[config.mk]
export PLATFORM = sky130hd
export DESIGN_NAME = srd_reset_dist
export DESIGN_NICKNAME = d
export VERILOG_FILES = /design/src/include/srd_pkg.sv /design/src/design/srd_sync.sv /design/src/design/srd_reset_dist.sv
export SDC_FILE = /design/constraint.sdc
export NUM_CORES = 1
export LEC_CHECK = 0
export BUFFER_PORTS_ARGS = -buffer_cell sky130_fd_sc_hd__clkbuf_2
export CAP_MARGIN = 10
export CORE_UTILIZATION = 48
export DETAILED_ROUTE_END_ITERATION = 6
export HOLD_SLACK_MARGIN = 0.15
export MAX_ROUTING_LAYER = met4
export PLACE_DENSITY = 0.78
export SYNTH_ARGS = -nofsm -noshare
export SYNTH_HDL_FRONTEND = slang
export SYNTH_HIERARCHICAL = 1
export SYNTH_SLANG_ARGS = --single-unit
[constraint.sdc]
create_clock -name core_clk_i -period 1.2 [get_ports core_clk_i]
set_input_delay 0.12 -clock core_clk_i [delete_from_list [all_inputs] [get_ports core_clk_i]]
set_output_delay 0.12 -clock core_clk_i [all_outputs]
set_load 0.05 [all_outputs]
[src/include/srd_pkg.sv]
package srd_pkg;
   // per-port reset domain controls, active high
   typedef struct packed {
      logic regs;
      logic sticky;
      logic tl;
      logic dl;
      logic phy;
      logic hot_req;
   } srd_port_rst_t;

   localparam int unsigned CLK_MHZ = 200;
   localparam int unsigned SW_RST_NS = 1000;
   localparam int unsigned SW_RST_CYC = (SW_RST_NS * CLK_MHZ + 999) / 1000;
   localparam int unsigned BOOT_W = 16;
   localparam logic [BOOT_W-1:0] BOOT_RST = 16'h0000;
   localparam srd_port_rst_t PORT_RST = '{1'b1, 1'b1, 1'b1, 1'b1, 1'b1, 1'b0};
endpackage

[src/design/srd_sync.sv]
`timescale 1ns/1ps
module srd_sync #(
   parameter int unsigned W = 1,
   parameter logic RST_VAL = 1'b0
) (
   input wire logic clk_i,
   input wire logic rst_n_i,
   input wire logic [W-1:0] d_i,
   output logic [W-1:0] q_o
);
   logic [W-1:0] meta;
   logic [W-1:0] next_meta;
   logic [W-1:0] next_q;

   always_comb begin
      next_meta = d_i;
      next_q = meta;
   end

   always_ff @(posedge clk_i or negedge rst_n_i) begin
      if (!rst_n_i) begin
         meta <= {W{RST_VAL}};
         q_o <= {W{RST_VAL}};
      end else begin
         meta <= next_meta;
         q_o <= next_q;
      end
   end
endmodule

[src/design/srd_reset_dist.sv]
`timescale 1ns/1ps
module srd_reset_dist #(
   parameter int unsigned BOOT_W = srd_pkg::BOOT_W,
   parameter int unsigned SW_RST_CYC = srd_pkg::SW_RST_CYC
) (
   input wire logic core_clk_i,
   input wire logic rst_n_i,
   input wire logic ext_reset_n_i,
   input wire logic sw_reset_i,
   input wire logic ghot_all_i,
   input wire logic ghot_ds_i,
   input wire logic local_hot_b_i,
   input wire logic local_hot_c_i,
   input wire logic [BOOT_W-1:0] boot_cfg_i,
   output srd_pkg::srd_port_rst_t port_a_o,
   output srd_pkg::srd_port_rst_t port_b_o,
   output srd_pkg::srd_port_rst_t port_c_o,
   output logic core_rst_o,
   output logic core_flush_o,
   output logic fund_active_o,
   output logic cold_o,
   output logic [BOOT_W-1:0] boot_cfg_o
);
   // the stretch counter is 16 bits wide, so longer stretches are refused
   if (BOOT_W < 1 || BOOT_W > 64 || SW_RST_CYC < 1 || SW_RST_CYC > 65535) begin : g_bad_param
      $error("srd_reset_dist: unsupported parameter");
   end

   ////////////////////////////////////////////////////////////////////////////
   logic rst_n;
   logic pin_n;
   logic [BOOT_W-1:0] boot_s;

   // async assert, synchronous release
   srd_sync #(.W(1), .RST_VAL(1'b0)) u_rst_sync (
      .clk_i(core_clk_i),
      .rst_n_i(rst_n_i),
      .d_i(1'b1),
      .q_o(rst_n)
   );

   // pin held asserted until synchronised
   srd_sync #(.W(1), .RST_VAL(1'b0)) u_pin_sync (
      .clk_i(core_clk_i),
      .rst_n_i(rst_n_i),
      .d_i(ext_reset_n_i),
      .q_o(pin_n)
   );

   // same depth as the pin sync, so the straps line up with its release
   srd_sync #(.W(BOOT_W), .RST_VAL(1'b0)) u_boot_sync (
      .clk_i(core_clk_i),
      .rst_n_i(rst_n_i),
      .d_i(boot_cfg_i),
      .q_o(boot_s)
   );

   ////////////////////////////////////////////////////////////////////////////
   logic pin_n_d;
   logic [15:0] sw_cnt;
   logic power_up;
   logic next_pin_n_d;
   logic [15:0] next_sw_cnt;
   logic next_power_up;
   logic next_cold;
   logic [BOOT_W-1:0] next_boot;
   logic fund;

   always_comb begin
      next_pin_n_d = pin_n;
      next_sw_cnt = sw_cnt;
      // software reset stretch
      // a new pulse reloads the count, so back to back writes extend it
      if (sw_reset_i) begin
         next_sw_cnt = 16'(SW_RST_CYC);
      end else if (sw_cnt != 16'h0000) begin
         next_sw_cnt = sw_cnt - 16'h0001;
      end
      fund = !pin_n || (sw_cnt != 16'h0000);
      next_power_up = power_up;
      next_cold = cold_o;
      next_boot = boot_cfg_o;
      // edge detect resets low with the pin sync: no false fall at release
      // first pin reset after power-up is cold
      if (!pin_n && pin_n_d) begin
         next_cold = power_up;
         next_power_up = 1'b0;
      end else if (sw_reset_i) begin
         next_cold = 1'b0;
      end
      if (!pin_n) begin
         next_power_up = 1'b0;
      end
      if (pin_n && !pin_n_d) begin
         next_boot = boot_s;
      end
   end

   always_ff @(posedge core_clk_i or negedge rst_n) begin
      if (!rst_n) begin
         // power-on reset counts as the first, cold, fundamental reset
         pin_n_d <= 1'b0;
         sw_cnt <= 16'h0000;
         power_up <= 1'b1;
         cold_o <= 1'b1;
         boot_cfg_o <= BOOT_W'(srd_pkg::BOOT_RST);
      end else begin
         pin_n_d <= next_pin_n_d;
         sw_cnt <= next_sw_cnt;
         power_up <= next_power_up;
         cold_o <= next_cold;
         boot_cfg_o <= next_boot;
      end
   end

   ////////////////////////////////////////////////////////////////////////////
   // hot requests are only honoured outside a fundamental reset
   srd_pkg::srd_port_rst_t next_a;
   srd_pkg::srd_port_rst_t next_b;
   srd_pkg::srd_port_rst_t next_c;
   logic next_core_rst;
   logic next_core_flush;
   logic g_all;
   logic g_any;
   logic l_b;
   logic l_c;

   always_comb begin
      // gating keeps hot_req low for the whole fundamental reset
      g_all = ghot_all_i && !fund;
      g_any = (ghot_all_i || ghot_ds_i) && !fund;
      l_b = local_hot_b_i && !fund;
      l_c = local_hot_c_i && !fund;
      // hot resets leave the sticky domain alone
      next_a.sticky = fund;
      next_b.sticky = fund;
      next_c.sticky = fund;
      next_a.regs = fund || g_all;
      next_a.tl = fund || g_all;
      next_a.dl = fund || g_all;
      next_a.phy = fund || g_all;
      // upstream port has no downstream partner to reset
      next_a.hot_req = 1'b0;
      next_b.regs = fund || g_any;
      next_c.regs = fund || g_any;
      next_b.tl = fund || g_any;
      // port C transaction layer follows the same rule
      next_c.tl = fund || g_any;
      next_b.dl = fund || g_any || l_b;
      next_b.phy = fund || g_any || l_b;
      next_c.dl = fund || g_any || l_c;
      next_c.phy = fund || g_any || l_c;
      next_b.hot_req = g_any || l_b;
      next_c.hot_req = g_any || l_c;
      next_core_rst = fund || g_all;
      // an all-device reset wins over the downstream-only flush
      next_core_flush = ghot_ds_i && !ghot_all_i && !fund;
   end

   always_ff @(posedge core_clk_i or negedge rst_n) begin
      if (!rst_n) begin
         // every domain stays in reset until the pin is seen high
         port_a_o <= srd_pkg::PORT_RST;
         port_b_o <= srd_pkg::PORT_RST;
         port_c_o <= srd_pkg::PORT_RST;
         core_rst_o <= 1'b1;
         core_flush_o <= 1'b0;
         fund_active_o <= 1'b1;
      end else begin
         port_a_o <= next_a;
         port_b_o <= next_b;
         port_c_o <= next_c;
         core_rst_o <= next_core_rst;
         core_flush_o <= next_core_flush;
         fund_active_o <= fund;
      end
   end
endmodule

==> key figures <==
Flow run
  • MaxCap Viol Count: 0

Clock network
  • Clk slew on worst S/H paths: 80 ps
  • CTS tree: done
  • H-tree levels: 3
  • Root Driver: clkbuf_8
  • # clock sinks: 79
  • Buffer depth of the longest clock path: 2
  • Later-pin clock latency in the skew report: 340 ps
  • TritonCTS buffer count: 9

Finish
  • Most common cell after layout, fill and taps aside: dfrtp_1
  • Share of cells above drive strength 1: 55.88%
  • Nets@finish: 361
  • Post-Route Utilization: 76.57%
  • Area Growth Syn to Fin: 54.79%
  • Commonest non-fill, non-tap cells in the layout: dfrtp_1 (71), clkbuf_2 (42), buf_4 (36)
  • ANT cells: 0
  • Final Non-Filler Cells: 415

Placed design
  • DP Wirelength: 3857 µm
  • Post-place setup slack: -994.7 ps
  • Input/output buffers: 60
  • DP Cell Count: 368
  • GPL Wtd Cong: 0.8145

Timing
  • Final Skew: 6.594 ps
  • Tmin final: 2094 ps
  • Period Utilization, post-route: 174.5%
  • Final setup margin: -894.4 ps
  • # setup viols final: 37
  • Slew @ Worst Pin: 668.1 ps
  • Max Slew Vio Count: 0
  • Hold Vio Cnt, Final: 0
  • RSZ-0062 raised after global routing: true
  • Worst relative slew slack: 55.12%
  • Max Fclk: 477.5 MHz

Worst setup path
  • CP Max Fanout: 7
  • CP Class: reg -> reg
  • Crit. End Element: register
  • WP data arrival: 2350 ps
  • Critical Path Start Type: register
  • Reg2Reg Setup Slack: -890 ps
  • Worst EP required: 1460 ps

Floorplanning
  • Initial Util: 49.47%
  • Die ar.: 6381 µm²
  • I/O pin total: 62
  • Rows: 28
  • Chip width: 79.88 µm
  • Core area: 5886 µm²
  • Die Span Y: 79.88 µm

Outcome
  • Status: finished with violations
  • Failing checks: negative setup slack

Synth
  • Post-synthesis sequential area ratio: 68.20%
  • Avg Inst Size Synth: 13.73 µm²
  • Synthesized flop and latch total: 79
  • Mapped Cells: 212
  • Syn Nets: 237
  • Ys async rst share: 100.0%
  • Yosys warning count: 6
  • Cell area after synthesis: 2912 µm²
  • Ys flop type: dfrtp_1
  • EDFF count, synth: 0
  • Netlist cell types: 43

Global routing
  • Vias in the first global route: 2265
  • First-pass GRT wire length: 10520 µm
  • Initial antenna violation count: 0
  • Pin count of the biggest net entering global routing: 24
  • Gr usage total: 23.08%
  • Grt total ovfl: 0

Route
  • Initial DRC Count: 120
  • Via count: 2124
  • DRC viols: 0
  • Avg WL per Cell: 16.18 µm
  • DRT Pass-1 Iters: 4
  • Via density: 5.118
  • WL final: 6714 µm
  • ANT nets after route: 0

Power
  • Lkg Pwr: 2.093 nW
  • Max IR drop VDD: 1.200 mV
  • Pwr dens: 1279 nW/µm²
  • Total power: 5.766 mW

Min path
  • HP Class: in -> reg
[flip-flops by register name, summed over array words and instances, names as in the netlist, 2 cells and up]
register / cells
boot_cfg_o: 16
port_b_o: 2
sw_cnt: 16
port_c_o: 3
u_boot_sync/meta: 16
u_boot_sync/q_o: 16
[synthesized netlist by cell type, types with 3 or more instances]
| library cell | count | share of area [%] |
|---|---|---|
| dfstp_2 | 7 | 6.3 |
| nor2_1 | 15 | 1.9 |
| inv_1 | 4 | 0.52 |
| a21oi_1 | 5 | 0.86 |
| or2_2 | 3 | 0.64 |
| dfrtp_1 | 72 | 62 |
| nor2b_1 | 4 | 0.86 |
| nand3_1 | 7 | 1.2 |
| o31ai_1 | 6 | 1.5 |
| buf_4 | 13 | 3.4 |
| clkbuf_1 | 4 | 0.52 |
| or4_1 | 5 | 1.3 |
| or3_1 | 5 | 1.1 |
| mux2_2 | 18 | 7.0 |
| nor3_1 | 4 | 0.69 |
| nand2_1 | 6 | 0.77 |
[metrics by stage]
step	setup TNS, ps	area (µm²)	hold slack, ps
6_report	-19900	4507	204.6
3_5_place_dp	-19760	3566	51.03
4_1_cts	-18720	4337	173.6
2_1_floorplan	-18320	3023	-175.6
5_1_grt	-23140	4507	219.7
3_3_place_gp	-18630	3566	48.86
[power by group]
part           internal, mW  switching, mW  total (mW)
Sequential             2.84         0.0972        2.93
Clock                 0.808          0.908        1.72
Combinational         0.480          0.636        1.12
Total                  4.13           1.64        5.77
[cell families after synthesis]
family | share of synthesized area [%]
flip-flops | 68.20
AO/OA/AOI/OAI | 5.415
AND/OR/NAND/NOR | 13.54
buffers and inverters | 4.856
other | 0.2579
adder cells (fa/ha/maj) | 0.4297
multiplexers | 7.305
[area by class of cell]
cell class	count	area, µm²
clock buffers	11	141.4
well taps	75	93.84
flip-flops and latches	79	1987
inverters	4	15.01
fillers	344	1379
repair buffers	133	1210
multi-input cells	109	1030
clock inverters	4	30.03
[metal layers]
layer,vias to the layer above,track usage [%],part of all wire [%]
met1,1076,25.42,39
met4,0,8.571,1.6
met3,13,6.971,4.4
met5,-,-,0
met2,68,39.49,55
li1,967,-,-
[final timing paths]
check | startpoint | to | cells past startpoint
setup / recovery | sw_cnt[1] | sw_cnt[11] | 6
hold / removal | sw_reset_i | sw_cnt[6] | 3
setup reg to reg | sw_cnt[1] | sw_cnt[11] | 6
hold reg to reg | u_rst_sync/q_o | boot_cfg_o[14] | 1
max in group asynchronous | rst_n_i | u_boot_sync/q_o[0] | 3
min in group asynchronous | rst_n_i | u_boot_sync/meta[13] | 2
[critical path, stage by stage (launching register included)]
cell,delay [ps]
dfrtp_1,400
buf_4,160
or3_4,380
or2_4,270
buf_6,140
or4_4,520
a21oi_2,150
[what timing repair did]
item / in CTS / in global routing
pin swaps: 18 / 3
buffers inserted: 8 / 4
setup endpoints to repair: 42 / 53
cloned: 0 / 1
hold endpoints to repair: 60 / 0
hold buffers: 22 / 0
gates resized for setup: 69 / 38
No activity file was read; power rests on OpenSTA's default activity.
